==> config.mk <==
export PLATFORM = sky130hd
export DESIGN_NAME = bgb_guard_block
export DESIGN_NICKNAME = d
export VERILOG_FILES = /design/src/rtl/bgb_pkg.sv /design/src/rtl/bgb_guard_block.sv /design/src/rtl/bgb_window_timer.sv
export SDC_FILE = /design/constraint.sdc
export NUM_CORES = 1
export LEC_CHECK = 0
export ABC_AREA = 1
export BUFFER_PORTS_ARGS = -buffer_cell sky130_fd_sc_hd__buf_2
export CORE_UTILIZATION = 50
export DETAILED_ROUTE_END_ITERATION = 16
export PLACE_DENSITY = 0.74
export SLEW_MARGIN = 10
export SYNTH_ARGS = -nofsm -noshare
export SYNTH_HDL_FRONTEND = slang
export SYNTH_HIERARCHICAL = 1
export SYNTH_SLANG_ARGS = --single-unit
export TNS_END_PERCENT = 100
==> constraint.sdc <==
create_clock -name clk -period 2.2 [get_ports clk]
set_clock_uncertainty 0.2 [all_clocks]
set_input_delay 0 -clock clk [delete_from_list [all_inputs] [get_ports clk]]
set_output_delay 0 -clock clk [all_outputs]
set_load 0.03 [all_outputs]
==> src/rtl/bgb_pkg.sv <==
// Shared constants and types for the two-hand guard block
package bgb_pkg;

  // Timing: controller clock and the two-hand window
  localparam int unsigned CLK_PERIOD_NS   = 20;
  localparam int unsigned MS_IN_NS        = 1000000;
  localparam int unsigned WINDOW_MS       = 500;
  localparam logic [15:0] CYCLES_PER_MS   = 16'(MS_IN_NS / CLK_PERIOD_NS);
  localparam logic [9:0]  WINDOW_MS_COUNT = 10'(WINDOW_MS);

  // Diagnostic codes, normal states
  localparam logic [15:0] DIAG_IDLE       = 16'h0000;
  localparam logic [15:0] DIAG_ACTUATED   = 16'h8000;
  localparam logic [15:0] DIAG_INIT       = 16'h8001;
  localparam logic [15:0] DIAG_RELEASED   = 16'h8004;
  localparam logic [15:0] DIAG_FIRST_ON   = 16'h8005;
  localparam logic [15:0] DIAG_SECOND_ON  = 16'h8006;
  localparam logic [15:0] DIAG_LOCKED_OFF = 16'h8009;

  // Diagnostic codes, error states
  localparam logic [15:0] DIAG_ERR_B1     = 16'hC001;
  localparam logic [15:0] DIAG_ERR_B2     = 16'hC002;
  localparam logic [15:0] DIAG_ERR_B12    = 16'hC003;
  localparam logic [15:0] DIAG_LATE_B2    = 16'hC004;
  localparam logic [15:0] DIAG_LATE_B1    = 16'hC005;
  localparam logic [15:0] DIAG_LATE_B12   = 16'hC006;

  // Register byte offsets
  localparam logic [3:0]  REG_CTRL        = 4'h0;
  localparam logic [3:0]  REG_STATUS      = 4'h4;
  localparam logic [3:0]  REG_IRQ_STATUS  = 4'h8;
  localparam logic [3:0]  REG_IRQ_MASK    = 4'hC;

  // Field positions
  localparam int unsigned CTRL_ENABLE_BIT = 0;
  localparam int unsigned STAT_READY_BIT  = 0;
  localparam int unsigned STAT_ERROR_BIT  = 1;
  localparam int unsigned STAT_PERMIT_BIT = 2;
  localparam int unsigned STAT_B1_BIT     = 3;
  localparam int unsigned STAT_B2_BIT     = 4;
  localparam int unsigned STAT_DIAG_LSB   = 16;
  localparam int unsigned IRQ_BITS        = 3;
  localparam int unsigned EVT_ERROR_BIT   = 0;
  localparam int unsigned EVT_GRANT_BIT   = 1;
  localparam int unsigned EVT_DROP_BIT    = 2;

  // Reset values
  localparam logic        CTRL_RESET      = 1'b0;
  localparam logic [2:0]  IRQ_MASK_RESET  = 3'h0;

  // Bus responses
  localparam logic [1:0]  RESP_OKAY       = 2'h0;
  localparam logic [1:0]  RESP_SLVERR     = 2'h2;

  // Supervisor states
  typedef enum logic [3:0] {
    BGB_IDLE,
    BGB_INIT,
    BGB_RELEASED,
    BGB_FIRST_ON,
    BGB_SECOND_ON,
    BGB_ACTUATED,
    BGB_LOCKED_OFF,
    BGB_ERROR
  } bgb_state_t;

endpackage

==> src/rtl/bgb_guard_block.sv <==
// Two-hand control supervisor with AXI4-Lite registers and interrupt
//
// The address map and the AXI4-Lite register port were decided locally.
`timescale 1ns/100ps
module bgb_guard_block
  import bgb_pkg::*;
#(
  parameter logic [15:0] CYCLES_PER_MS_P = CYCLES_PER_MS
) (
  input  wire logic        clk,                 // Controller clock, 50 MHz
  input  wire logic        reset,               // Async reset, active high
  input  wire logic        first_button_in,     // First pushbutton, high = pressed
  input  wire logic        second_button_in,    // Second pushbutton, high = pressed
  output logic             release_permit_out,  // Safety release, high = permit
  output logic             ready,               // Block active
  output logic             error,               // Error present
  output logic [15:0]      diagnostic_code,     // Current state or error code
  output logic             irq,                 // Level interrupt
  input  wire logic [3:0]  s_axi_awaddr,        // Write address
  input  wire logic        s_axi_awvalid,       // Write address valid
  output logic             s_axi_awready,       // Write address ready
  input  wire logic [31:0] s_axi_wdata,         // Write data
  input  wire logic [3:0]  s_axi_wstrb,         // Write byte strobes
  input  wire logic        s_axi_wvalid,        // Write data valid
  output logic             s_axi_wready,        // Write data ready
  output logic [1:0]       s_axi_bresp,         // Write response
  output logic             s_axi_bvalid,        // Write response valid
  input  wire logic        s_axi_bready,        // Write response ready
  input  wire logic [3:0]  s_axi_araddr,        // Read address
  input  wire logic        s_axi_arvalid,       // Read address valid
  output logic             s_axi_arready,       // Read address ready
  output logic [31:0]      s_axi_rdata,         // Read data
  output logic [1:0]       s_axi_rresp,         // Read response
  output logic             s_axi_rvalid,        // Read data valid
  input  wire logic        s_axi_rready         // Read data ready
);

  bgb_state_t  state;
  bgb_state_t  next_state;
  logic [15:0] err_code;
  logic [15:0] next_err_code;
  logic [15:0] next_diag;
  logic        next_ready;
  logic        next_error;
  logic        next_permit;
  logic        enable;
  logic [2:0]  irq_status;
  logic [2:0]  irq_mask;
  logic [2:0]  events;
  logic        win_start;
  logic        win_run;
  logic        win_expired;

  // Button decodes
  wire both_on  = first_button_in & second_button_in;
  wire none_on  = !first_button_in & !second_button_in;
  wire only_b1  = first_button_in & !second_button_in;
  wire only_b2  = !first_button_in & second_button_in;

  // Window timer runs only while exactly one press is pending
  assign win_run = (state == BGB_FIRST_ON) || (state == BGB_SECOND_ON);

  bgb_window_timer #(
    .CYCLES_PER_MS_P (CYCLES_PER_MS_P)
  ) u_window (
    .clk     (clk),
    .reset   (reset),
    .restart (win_start),
    .run     (win_run),
    .expired (win_expired)
  );

  // Next-state logic; disable override sits last so it wins
  always_comb begin
    next_state    = state;
    next_err_code = err_code;
    win_start     = 1'b0;
    case (state)
      BGB_IDLE: begin
        next_state = BGB_INIT;
      end
      BGB_INIT: begin
        if (both_on) begin
          next_state    = BGB_ERROR;
          next_err_code = DIAG_ERR_B12;
        end else if (only_b1) begin
          next_state    = BGB_ERROR;
          next_err_code = DIAG_ERR_B1;
        end else if (only_b2) begin
          next_state    = BGB_ERROR;
          next_err_code = DIAG_ERR_B2;
        end else begin
          next_state = BGB_RELEASED;
        end
      end
      BGB_RELEASED: begin
        if (both_on) begin
          next_state = BGB_ACTUATED;
        end else if (only_b1) begin
          next_state = BGB_FIRST_ON;
          win_start  = 1'b1;
        end else if (only_b2) begin
          next_state = BGB_SECOND_ON;
          win_start  = 1'b1;
        end
      end
      BGB_FIRST_ON, BGB_SECOND_ON: begin
        if (win_expired) begin
          if (both_on) begin
            next_state    = BGB_ERROR;
            next_err_code = DIAG_LATE_B12;
          end else if (only_b2) begin
            next_state    = BGB_ERROR;
            next_err_code = DIAG_LATE_B2;
          end else if (only_b1) begin
            next_state    = BGB_ERROR;
            next_err_code = DIAG_LATE_B1;
          end else begin
            next_state = BGB_RELEASED;
          end
        end else if (both_on) begin
          next_state = BGB_ACTUATED;
        end else if (none_on) begin
          next_state = BGB_RELEASED;
        end
      end
      BGB_ACTUATED: begin
        if (!both_on) begin
          next_state = BGB_LOCKED_OFF;
        end
      end
      BGB_LOCKED_OFF: begin
        // Both must be let go before a new press counts
        if (none_on) begin
          next_state = BGB_RELEASED;
        end
      end
      BGB_ERROR: begin
        if (none_on) begin
          next_state    = BGB_RELEASED;
          next_err_code = DIAG_IDLE;
        end
      end
      default: begin
        next_state = BGB_IDLE;
      end
    endcase
    if (!enable) begin
      next_state    = BGB_IDLE;
      next_err_code = DIAG_IDLE;
      win_start     = 1'b0;
    end
  end

  // Output decode from the next state so outputs align with state
  always_comb begin
    case (next_state)
      BGB_IDLE:       next_diag = DIAG_IDLE;
      BGB_INIT:       next_diag = DIAG_INIT;
      BGB_RELEASED:   next_diag = DIAG_RELEASED;
      BGB_FIRST_ON:   next_diag = DIAG_FIRST_ON;
      BGB_SECOND_ON:  next_diag = DIAG_SECOND_ON;
      BGB_ACTUATED:   next_diag = DIAG_ACTUATED;
      BGB_LOCKED_OFF: next_diag = DIAG_LOCKED_OFF;
      default:        next_diag = next_err_code;
    endcase
  end

  assign next_ready  = (next_state != BGB_IDLE);
  assign next_error  = (next_state == BGB_ERROR);
  assign next_permit = (next_state == BGB_ACTUATED);

  // Supervisor state and registered outputs, refreshed every cycle
  always_ff @(posedge clk or posedge reset) begin
    if (reset) begin
      state              <= BGB_IDLE;
      err_code           <= DIAG_IDLE;
      diagnostic_code    <= DIAG_IDLE;
      ready              <= 1'b0;
      error              <= 1'b0;
      release_permit_out <= 1'b0;
    end else begin
      state              <= next_state;
      err_code           <= next_err_code;
      diagnostic_code    <= next_diag;
      ready              <= next_ready;
      error              <= next_error;
      release_permit_out <= next_permit;
    end
  end

  // Events: error entered, release granted, release dropped
  assign events[EVT_ERROR_BIT] = next_error & !error;
  assign events[EVT_GRANT_BIT] = next_permit & !release_permit_out;
  assign events[EVT_DROP_BIT]  = !next_permit & release_permit_out;

  // ---- AXI4-Lite slave ----
  logic        aw_held;
  logic [3:0]  aw_addr_q;
  logic        w_held;
  logic [31:0] w_data_q;
  logic [3:0]  w_strb_q;

  // Address and data are latched separately, in either order
  assign s_axi_awready = !aw_held;
  assign s_axi_wready  = !w_held;
  assign s_axi_arready = !s_axi_rvalid;

  wire do_write = aw_held & w_held & !s_axi_bvalid;
  wire wr_ctrl  = do_write && (aw_addr_q == REG_CTRL);
  wire wr_irq   = do_write && (aw_addr_q == REG_IRQ_STATUS);
  wire wr_mask  = do_write && (aw_addr_q == REG_IRQ_MASK);
  wire wr_known = wr_ctrl || wr_irq || wr_mask || (aw_addr_q == REG_STATUS);
  wire byte0_en = w_strb_q[0];

  always_ff @(posedge clk or posedge reset) begin
    if (reset) begin
      aw_held   <= 1'b0;
      aw_addr_q <= 4'h0;
      w_held    <= 1'b0;
      w_data_q  <= 32'h0000_0000;
      w_strb_q  <= 4'h0;
    end else begin
      if (s_axi_awvalid && s_axi_awready) begin
        aw_held   <= 1'b1;
        aw_addr_q <= s_axi_awaddr;
      end else if (do_write) begin
        aw_held <= 1'b0;
      end
      if (s_axi_wvalid && s_axi_wready) begin
        w_held   <= 1'b1;
        w_data_q <= s_axi_wdata;
        w_strb_q <= s_axi_wstrb;
      end else if (do_write) begin
        w_held <= 1'b0;
      end
    end
  end

  // Write response; status register is read-only but answers OKAY
  always_ff @(posedge clk or posedge reset) begin
    if (reset) begin
      s_axi_bvalid <= 1'b0;
      s_axi_bresp  <= RESP_OKAY;
    end else if (do_write) begin
      s_axi_bvalid <= 1'b1;
      s_axi_bresp  <= wr_known ? RESP_OKAY : RESP_SLVERR;
    end else if (s_axi_bready) begin
      s_axi_bvalid <= 1'b0;
    end
  end

  // Control and mask registers
  always_ff @(posedge clk or posedge reset) begin
    if (reset) begin
      enable   <= CTRL_RESET;
      irq_mask <= IRQ_MASK_RESET;
    end else begin
      if (wr_ctrl && byte0_en) begin
        enable <= w_data_q[CTRL_ENABLE_BIT];
      end
      if (wr_mask && byte0_en) begin
        irq_mask <= w_data_q[2:0];
      end
    end
  end

  // Sticky event bits; a new event beats a same-cycle clear
  genvar gi;
  generate
    for (gi = 0; gi < IRQ_BITS; gi = gi + 1) begin : g_sticky
      wire clr = wr_irq && byte0_en && w_data_q[gi];
      always_ff @(posedge clk or posedge reset) begin
        if (reset) begin
          irq_status[gi] <= 1'b0;
        end else begin
          irq_status[gi] <= events[gi] | (irq_status[gi] & !clr);
        end
      end
    end
  endgenerate

  assign irq = |(irq_status & irq_mask);

  // Read data selection
  wire [31:0] status_word = {diagnostic_code, 11'h000, second_button_in, first_button_in,
                             release_permit_out, error, ready};
  wire rd_ctrl   = (s_axi_araddr == REG_CTRL);
  wire rd_status = (s_axi_araddr == REG_STATUS);
  wire rd_irq    = (s_axi_araddr == REG_IRQ_STATUS);
  wire rd_mask   = (s_axi_araddr == REG_IRQ_MASK);
  wire [31:0] rd_word = rd_ctrl   ? {31'h0000_0000, enable} :
                        rd_status ? status_word :
                        rd_irq    ? {29'h0000_0000, irq_status} :
                        rd_mask   ? {29'h0000_0000, irq_mask} : 32'h0000_0000;
  wire rd_known = rd_ctrl || rd_status || rd_irq || rd_mask;

  // Read answer one cycle after the address is taken
  always_ff @(posedge clk or posedge reset) begin
    if (reset) begin
      s_axi_rvalid <= 1'b0;
      s_axi_rdata  <= 32'h0000_0000;
      s_axi_rresp  <= RESP_OKAY;
    end else if (s_axi_arvalid && s_axi_arready) begin
      s_axi_rvalid <= 1'b1;
      s_axi_rdata  <= rd_word;
      s_axi_rresp  <= rd_known ? RESP_OKAY : RESP_SLVERR;
    end else if (s_axi_rready) begin
      s_axi_rvalid <= 1'b0;
    end
  end

  // ---- Assertions ----
  a_idle_priority: assert property (@(posedge clk) disable iff (reset)
    !enable |=> (state == BGB_IDLE))
    else $error("disable did not force idle");

  a_idle_outputs: assert property (@(posedge clk) disable iff (reset)
    (state == BGB_IDLE) |-> (diagnostic_code == 16'h0000) && !ready && !error
                            && !release_permit_out)
    else $error("idle outputs wrong");

  a_enable_b1_err: assert property (@(posedge clk) disable iff (reset)
    (enable && state == BGB_INIT && only_b1) |=>
      (diagnostic_code == 16'hC001) && ready && error && !release_permit_out)
    else $error("first button at enable not C001");

  a_enable_b2_err: assert property (@(posedge clk) disable iff (reset)
    (enable && state == BGB_INIT && only_b2) |=>
      (diagnostic_code == 16'hC002) && ready && error && !release_permit_out)
    else $error("second button at enable not C002");

  a_enable_both_err: assert property (@(posedge clk) disable iff (reset)
    (enable && state == BGB_INIT && both_on) |=> (diagnostic_code == 16'hC003) && error)
    else $error("both buttons at enable not C003");

  a_late_single: assert property (@(posedge clk) disable iff (reset)
    (enable && state == BGB_FIRST_ON && win_expired && !both_on && !none_on) |=>
      error && !release_permit_out &&
      (diagnostic_code == ($past(first_button_in) ? 16'hC005 : 16'hC004)))
    else $error("late single press code wrong");

  a_late_both: assert property (@(posedge clk) disable iff (reset)
    (enable && win_run && win_expired && both_on) |=>
      (diagnostic_code == 16'hC006) && error && !release_permit_out)
    else $error("late double press not C006");

  a_error_safe: assert property (@(posedge clk) disable iff (reset)
    error |-> !release_permit_out)
    else $error("release during error");

  a_error_stays: assert property (@(posedge clk) disable iff (reset)
    (error && enable && !none_on) |=> error && $stable(diagnostic_code))
    else $error("error cleared with a button held");

  a_grant_cause: assert property (@(posedge clk) disable iff (reset)
    $rose(release_permit_out) |-> $past(both_on) && !error && ready
                                  && (diagnostic_code == 16'h8000))
    else $error("release without correct two-hand press");

  a_first_wait: assert property (@(posedge clk) disable iff (reset)
    (enable && state == BGB_RELEASED && only_b1) |=>
      (diagnostic_code == 16'h8005) && ready && !release_permit_out
      ##1 (!win_expired))
    else $error("first press state wrong");

  a_released_code: assert property (@(posedge clk) disable iff (reset)
    (state == BGB_RELEASED) |-> (diagnostic_code == 16'h8004) && ready && !error)
    else $error("released code wrong");

endmodule

==> src/rtl/bgb_window_timer.sv <==
// Millisecond window timer for the two-hand press interval
`timescale 1ns/100ps
module bgb_window_timer
  import bgb_pkg::*;
#(
  parameter logic [15:0] CYCLES_PER_MS_P = CYCLES_PER_MS
) (
  input  wire logic clk,      // Controller clock
  input  wire logic reset,    // Async reset, active high
  input  wire logic restart,  // Zero the window, one-cycle pulse
  input  wire logic run,      // Count while high
  output logic      expired   // Window has run out, level
);

  logic [15:0] tick_count;
  logic [9:0]  ms_count;
  logic        ms_tick;

  // Millisecond time base from the cycle clock
  assign ms_tick = (tick_count == (CYCLES_PER_MS_P - 16'h0001));
  assign expired = (ms_count == WINDOW_MS_COUNT);

  // Counter stops at expiry so the flag stays put until restart
  always_ff @(posedge clk or posedge reset) begin
    if (reset) begin
      tick_count <= 16'h0000;
      ms_count   <= 10'h000;
    end else if (restart) begin
      tick_count <= 16'h0000;
      ms_count   <= 10'h000;
    end else if (run && !expired) begin
      tick_count <= ms_tick ? 16'h0000 : tick_count + 16'h0001;
      ms_count   <= ms_tick ? ms_count + 10'h001 : ms_count;
    end
  end

endmodule

* Yosys cells after proc, flatten, opt, wreduce, memory -nomap -nowiden
Index checks and enable logic that the tools add are counted.
** Word-level totals
- Register bits :: 120
- Input bits :: 53
- Word-level logic and storage cells :: 161
** Operators by class
- $add $sub $neg :: 2
- Eq/ne operators :: 22
- Mux-type cells :: 50
- Bitwise gates (word level) :: 16
- Reductions and logical operators :: 48
** Operator list (count)
- 2-to-1 mux 16 bit :: 12
- one-hot mux 16 bit (7 select lines) :: 1
- 2-to-1 mux 32 bit :: 2
- one-hot mux 16 bit (3 select lines) :: 1
- == test 4 x 3 -> 1 bit, second input constant :: 10
- 2-to-1 mux 4 bit :: 8
- 2-to-1 mux 10 bit :: 3
- 2-to-1 mux 3 bit :: 8
- one-hot mux 4 bit (6 select lines) :: 1
- adder 16 x 1 -> 16 bit, second input constant :: 1
- == test 16 bit, second input constant :: 1
- == test 4 x 2 -> 1 bit, second input constant :: 4
- == test 4 bit, second input constant :: 4
- zero test 4 bit :: 4
- logical AND 1 bit :: 13
- zero test 1 bit :: 13
- AND 1 bit :: 12
- 2-to-1 mux 1 bit :: 12
- nonzero test 2 bit :: 6
- adder 10 x 1 -> 10 bit, second input constant :: 1
- == test 10 x 9 -> 1 bit, second input constant :: 1
- == test 4 x 1 -> 1 bit, second input constant :: 2
- logical OR 1 bit :: 7
- 2-to-1 mux 2 bit :: 2
- 6 further kinds :: 9

* Depth between registers and ports, before layout
- Depth in word-level cells :: 12
- Gate-level depth with buffers :: 17

* By module
Netlist, hierarchy kept.
** Modules (own cells, without submodules)
- bgb_guard_block :: times used 1, cells an instance 448, area each 3883.7 um^2, seq. area each 2026.9 um^2
- bgb_window_timer :: times used 1, cells an instance 256, area each 1732.9 um^2, seq. area each 650.6 um^2

* Least setup slack after synthesis
OpenSTA, ideal clock, no wires.
- Kind :: reg-to-reg
- From :: reg u_window.ms_count[0]
- To :: reg diagnostic_code[10]
- Arrival :: 1782 ps
- Data required time :: 1882 ps
- Path slack :: 99 ps
- Stages on the path, launching flop included :: 17
- Cells stage by stage :: dfrtp_1 inv_1 ha_1 nand2_1 nor2_1 nand3_2 inv_1 nand2_1 o21ai_0 nand2_1 nand2_1 nand2_1 nor2_2 inv_2 nand3_4 buf_6 nor3_2
** Between the ends
- Word-level cells in the longest chain between the ends :: 6
- Elaborated cells between the ends (all ways) :: 15
** RTL lines
- start: declaration :: line bgb_window_timer.sv:16 : logic [9:0] ms_count;
- start signal: assignment :: line bgb_window_timer.sv:33 : ms_count <= ms_tick ? ms_count + 10'h001 : ms_count;
- == test 10 x 9 -> 1 bit (*) :: line bgb_window_timer.sv:21 : assign expired = (ms_count == WINDOW_MS_COUNT);
- via win_expired :: line bgb_guard_block.sv:52 : logic win_expired;
- 2-to-1 mux 4 bit :: line bgb_guard_block.sv:108 : if (win_expired) begin
- one-hot mux 4 bit (6 select lines) :: line bgb_guard_block.sv:78 : case (state)
- 2-to-1 mux 4 bit :: line bgb_guard_block.sv:148 : if (!enable) begin
- == test 4 x 3 -> 1 bit, or another cell as far along :: line bgb_guard_block.sv:157 : case (next_state)
- one-hot mux 16 bit (7 select lines) (*) :: line bgb_guard_block.sv:157
- via next_diag[10] :: line bgb_guard_block.sv:42 : logic [15:0] next_diag;
- end signal: assignment :: line bgb_guard_block.sv:185 : diagnostic_code <= next_diag;
- end: declaration :: line bgb_guard_block.sv:17 : output logic [15:0] diagnostic_code,
The timed path passes the listed nets; every way through them passes the cells marked *.
A chain may end at the register's enable or synchronous reset.

* Worst setup path in the final report
- From :: reg u_window.ms_count[1]
- To :: reg diagnostic_code[2]
** Between the ends
- Word-level cells in the longest chain between the ends :: 6
- Elaborated cells between the ends (all ways) :: 15
** RTL lines
- == test 10 x 9 -> 1 bit (*) :: line bgb_window_timer.sv:21
- via win_expired :: line bgb_guard_block.sv:52
- 2-to-1 mux 4 bit (*) :: line bgb_guard_block.sv:108
- one-hot mux 4 bit (6 select lines) (*) :: line bgb_guard_block.sv:78
- 2-to-1 mux 4 bit (*) :: line bgb_guard_block.sv:148
- via next_state[0] :: line bgb_guard_block.sv:39 : bgb_state_t next_state;
- == test 4 x 3 -> 1 bit, or another cell as far along :: line bgb_guard_block.sv:157
- one-hot mux 16 bit (7 select lines) (*) :: line bgb_guard_block.sv:157
- via next_diag[2] :: line bgb_guard_block.sv:42
Marked as above.

==> results.py <==
metrics = {
    "run_status": {
        "run_status": "completed",
    },
    "sta": {
        "timing_worst_slew_pin_value_ns": 0.552,
        "hold_violations": 0,
        "report.final.setup_viol": 0,
        "period_share_pct": 98.2,
        "finalWorstPathRequiredPeriod_ns": 2.16,
        "final.setup.worst_slack_ns": 0.0401,
        "timing.hold.ws_ns": 0.0278,
        "maxSlewViolCount": 0,
        "clock.fmax_ghz": 0.463,
        "grt_setup_unrepaired": "true",
        "slew-limit-headroom_pct": 63.1,
    },
    "min_path": {
        "holdCritPathClass": "in2async",
    },
    "layout": {
        "nets": 891,
        "fillerInstances": 869,
        "layout.cells.most_common_list": "sky130_fd_sc_hd__nand2_1 (183), sky130_fd_sc_hd__dfrtp_1 (107), sky130_fd_sc_hd__nor2_1 (70), sky130_fd_sc_hd__buf_2 (67), sky130_fd_sc_hd__inv_1 (65)",
        "post-route-cell-area_um2": 6940,
        "num_antenna_cells": 0,
        "layout_commonest_cell": "sky130_fd_sc_hd__nand2_1",
        "final_layout_size_suffix_gt1_share_pct": 23.2,
        "syn2layout_area_growth_pct": 23.5,
        "non_filler_instance_count_after_layout": 975,
    },
    "synthesis": {
        "synthCells": 704,
        "synthesis.area_per_instance_um2": 7.98,
        "syn_area_um2": 5620,
        "synth-seq-cells": 107,
        "yosys.cell_types.count": 38,
        "synth_warnings": 6,
        "synth_sequential_area_ratio_pct": 47.7,
    },
    "floorplanning": {
        "chipHeight_um": 108,
        "design.die.area_um2": 11700,
        "die_extent_in_x_um": 108,
        "starting_density_of_the_core_pct": 51.6,
        "num_io_pins": 114,
        "placement_rows": 38,
        "design.core.area_um2": 10900,
    },
    "job": {
        "reported_max_cap_violation_count": 0,
    },
    "place": {
        "detailedPlace.worstSlack_ns": -0.0610,
        "place_area_um2": 6210,
        "gpl.final_weighted_congestion": 0.893,
        "io_buffers": 68,
        "numPlacedInstances": 920,
        "detailed_place_hpwl_um": 8920,
    },
    "power": {
        "vdd_drop_max_uv": 385,
        "power_leakage_nw": 3.47,
        "power_density_nw_per_um2": 675,
    },
    "setup_path": {
        "critPathKind": "reg2reg",
        "critical_path.cell_chain": "inv_2, ha_4, nand2_2, nor2_2, nand3_2, inv_2, nand2_2, o21ai_2, nand2_1, nand2_2, nand2_2, nor2_4, nor2_8, nand3_2, nand2_2, nor2_2, nand2_1",
        "crit_path_max_fanout": 4,
        "crit_path_end_kind": "flop",
        "worst-r2r-setup-slack_ns": 0.04,
        "cp.required_ns": 2.28,
        "most_common_cell_on_crit_path": "sky130_fd_sc_hd__nand2_2",
        "critical_path.reg2reg.startpoint": "u_window/ms_count[1]$_DFFE_PP0P_",
        "slowest_stage": "sky130_fd_sc_hd__dfrtp_1",
        "cp_data_arrival_time_ns": 2.23,
        "worst-path-buf-inv": 2,
        "regToRegEndpoint": "diagnostic_code[2]$_DFF_PP0_",
        "cp_slowest_stage_delay_ns": 0.41,
        "critical-path-top-delay-family": "simple AND/OR/NAND/NOR gates",
        "reg2regPathDepth": 17,
        "timing.critical_path.from_type": "flop",
    },
    "global_routing": {
        "grt_first_pass_wirelength_um": 20800,
        "globalRoute.totalOverflow": 0,
        "total_routing_usage_gr_pct": 22.4,
        "grt_antenna_before_repair": 0,
        "first_global_vias": 4660,
        "grt_max_degree": 34,
    },
    "route": {
        "via_per_inst": 5.13,
        "postRouteAntennaNets": 0,
        "detailedRoute.firstIterationViolations": 386,
        "wl_per_cell_um": 13.1,
        "detailroute.via_count": 5000,
        "drt_drc_violations_left": 0,
        "detailedRoute.firstPassIterationCount": 5,
        "route.final.wire_length_um": 12700,
    },
    "cts": {
        "tritoncts_buffers": 9,
        "cts_root_cell": "sky130_fd_sc_hd__clkbuf_8",
        "cts_max_path_bufs": 2,
        "worst_skew_pair_latency_ns": 0.38,
        "cts.sink_count": 107,
        "clk_pin_slew_worst_paths_ns": 0.11,
        "tritoncts": "done",
        "htree_levels": 3,
    },
}
## flip-flops by register name, summed over array words and instances (netlist names), 3 cells and up
signal               count
state                    4
w_data_q                 3
irq_mask                 3
irq_status               3
u_window/ms_count       10
aw_addr_q                4
diagnostic_code         16
u_window/tick_count     16
s_axi_rdata             21
err_code                16
## power breakdown
group	internal (W)	switching [W]
logic	0.000420	0.000747
registers	0.00215	0.000122
clock network	0.000469	0.000773
## cell families after synthesis
logic type                 synth area share (%)
AOI/OAI and AO/OA                          9.29
buffers and inverters                      9.04
DFF                                        47.7
xor gates and xnor gates                  0.468
other                                    0.0668
and+or+nand+nor                            31.1
adders and majority gates                  1.78
muxes                                     0.601
## per-layer routing
layer  up-vias  GRT usage (%)  wire length [µm]  share of wire [%]
met3        24           3.92               609                4.8
li1       2483              -                 -                  -
met5         -              0                 0                  0
met1      2347           28.1              5570                 44
met2       146           38.8              6350                 50
met4         0           7.83               216                1.7
## Yosys cell counts
cell type | instances | share of area [%]
sky130_fd_sc_hd__a21o_1 | 2 | 0.27
sky130_fd_sc_hd__a21oi_1 | 13 | 1.2
sky130_fd_sc_hd__a31oi_1 | 1 | 0.11
sky130_fd_sc_hd__a32o_1 | 1 | 0.18
sky130_fd_sc_hd__buf_1 | 1 | 0.067
sky130_fd_sc_hd__buf_2 | 4 | 0.36
sky130_fd_sc_hd__buf_4 | 15 | 2.0
sky130_fd_sc_hd__buf_6 | 5 | 1.0
sky130_fd_sc_hd__clkbuf_1 | 6 | 0.40
sky130_fd_sc_hd__conb_1 | 1 | 0.067
sky130_fd_sc_hd__dfrtp_1 | 107 | 48
sky130_fd_sc_hd__ha_1 | 8 | 1.8
sky130_fd_sc_hd__inv_1 | 71 | 4.7
sky130_fd_sc_hd__inv_2 | 7 | 0.47
sky130_fd_sc_hd__mux2_2 | 3 | 0.60
sky130_fd_sc_hd__nand2_1 | 189 | 13
sky130_fd_sc_hd__nand2_2 | 11 | 1.2
sky130_fd_sc_hd__nand2_4 | 2 | 0.40
sky130_fd_sc_hd__nand3_1 | 48 | 4.3
sky130_fd_sc_hd__nand3_2 | 3 | 0.53
sky130_fd_sc_hd__nand3_4 | 1 | 0.31
sky130_fd_sc_hd__nand3b_1 | 2 | 0.27
sky130_fd_sc_hd__nand4_1 | 13 | 1.4
sky130_fd_sc_hd__nand4_2 | 1 | 0.22
sky130_fd_sc_hd__nor2_1 | 75 | 5.0
sky130_fd_sc_hd__nor2_2 | 6 | 0.67
sky130_fd_sc_hd__nor2_4 | 5 | 1.0
sky130_fd_sc_hd__nor2_8 | 1 | 0.36
sky130_fd_sc_hd__nor3_1 | 8 | 0.71
sky130_fd_sc_hd__nor3_2 | 10 | 1.8
sky130_fd_sc_hd__o211ai_1 | 6 | 0.80
sky130_fd_sc_hd__o21ai_0 | 51 | 4.5
sky130_fd_sc_hd__o21ai_1 | 16 | 1.4
sky130_fd_sc_hd__o21bai_1 | 4 | 0.53
sky130_fd_sc_hd__o31ai_1 | 2 | 0.27
sky130_fd_sc_hd__or2_2 | 2 | 0.22
sky130_fd_sc_hd__xnor2_1 | 1 | 0.16
sky130_fd_sc_hd__xor2_1 | 2 | 0.31
## worst max path at each step
stage	from	end	cells past startpoint
after floorplan	u_window/ms_count[0]$_DFFE_PP0P_	diagnostic_code[10]$_DFF_PP0_	16
after global placement	u_window/ms_count[0]$_DFFE_PP0P_	diagnostic_code[0]$_DFF_PP0_	16
after detailed placement	u_window/ms_count[0]$_DFFE_PP0P_	diagnostic_code[2]$_DFF_PP0_	16
after CTS	u_window/ms_count[0]$_DFFE_PP0P_	diagnostic_code[2]$_DFF_PP0_	17
after global routing	u_window/ms_count[0]$_DFFE_PP0P_	diagnostic_code[0]$_DFF_PP0_	17
final	u_window/ms_count[1]$_DFFE_PP0P_	diagnostic_code[2]$_DFF_PP0_	17
## repair_timing
item / in CTS / in global routing
hold buffers: 32 / 0
setup endpoints to repair: 15 / 35
setup buffers: 0 / 6
pin swaps: 2 / 15
cloned: 0 / 1
endpoints found under the hold margin: 100 / 0
resized for setup: 7 / 29
## area by class of cell
type	count	area, µm²	area share, %
tap	140	175	2.52
multi-input combinational	501	2580	37.2
clock inverter	7	93.8	1.35
timing repair buffer	133	986	14.2
inverter	78	300	4.33
clock buffer	9	124	1.79
sequential	107	2680	38.6
## stage by stage
step                      util [%]  setup TNS, ns  total power, W
after detailed placement      57.1         -0.204         0.00329
after floorplan                  -              0         0.00301
after global routing          63.7          -1.27         0.00492
final                         63.7              0         0.00468
after CTS                     62.3       -0.00943         0.00463
after global placement        57.1              0         0.00325
## tightest hold or removal path, stage by stage
cell and delay, ns:
sky130_fd_sc_hd__dlygate4sd3_1 0.53, sky130_fd_sc_hd__buf_2 0.15, sky130_fd_sc_hd__clkinvlp_4 0.38
No activity file was read; power rests on OpenSTA's default activity.
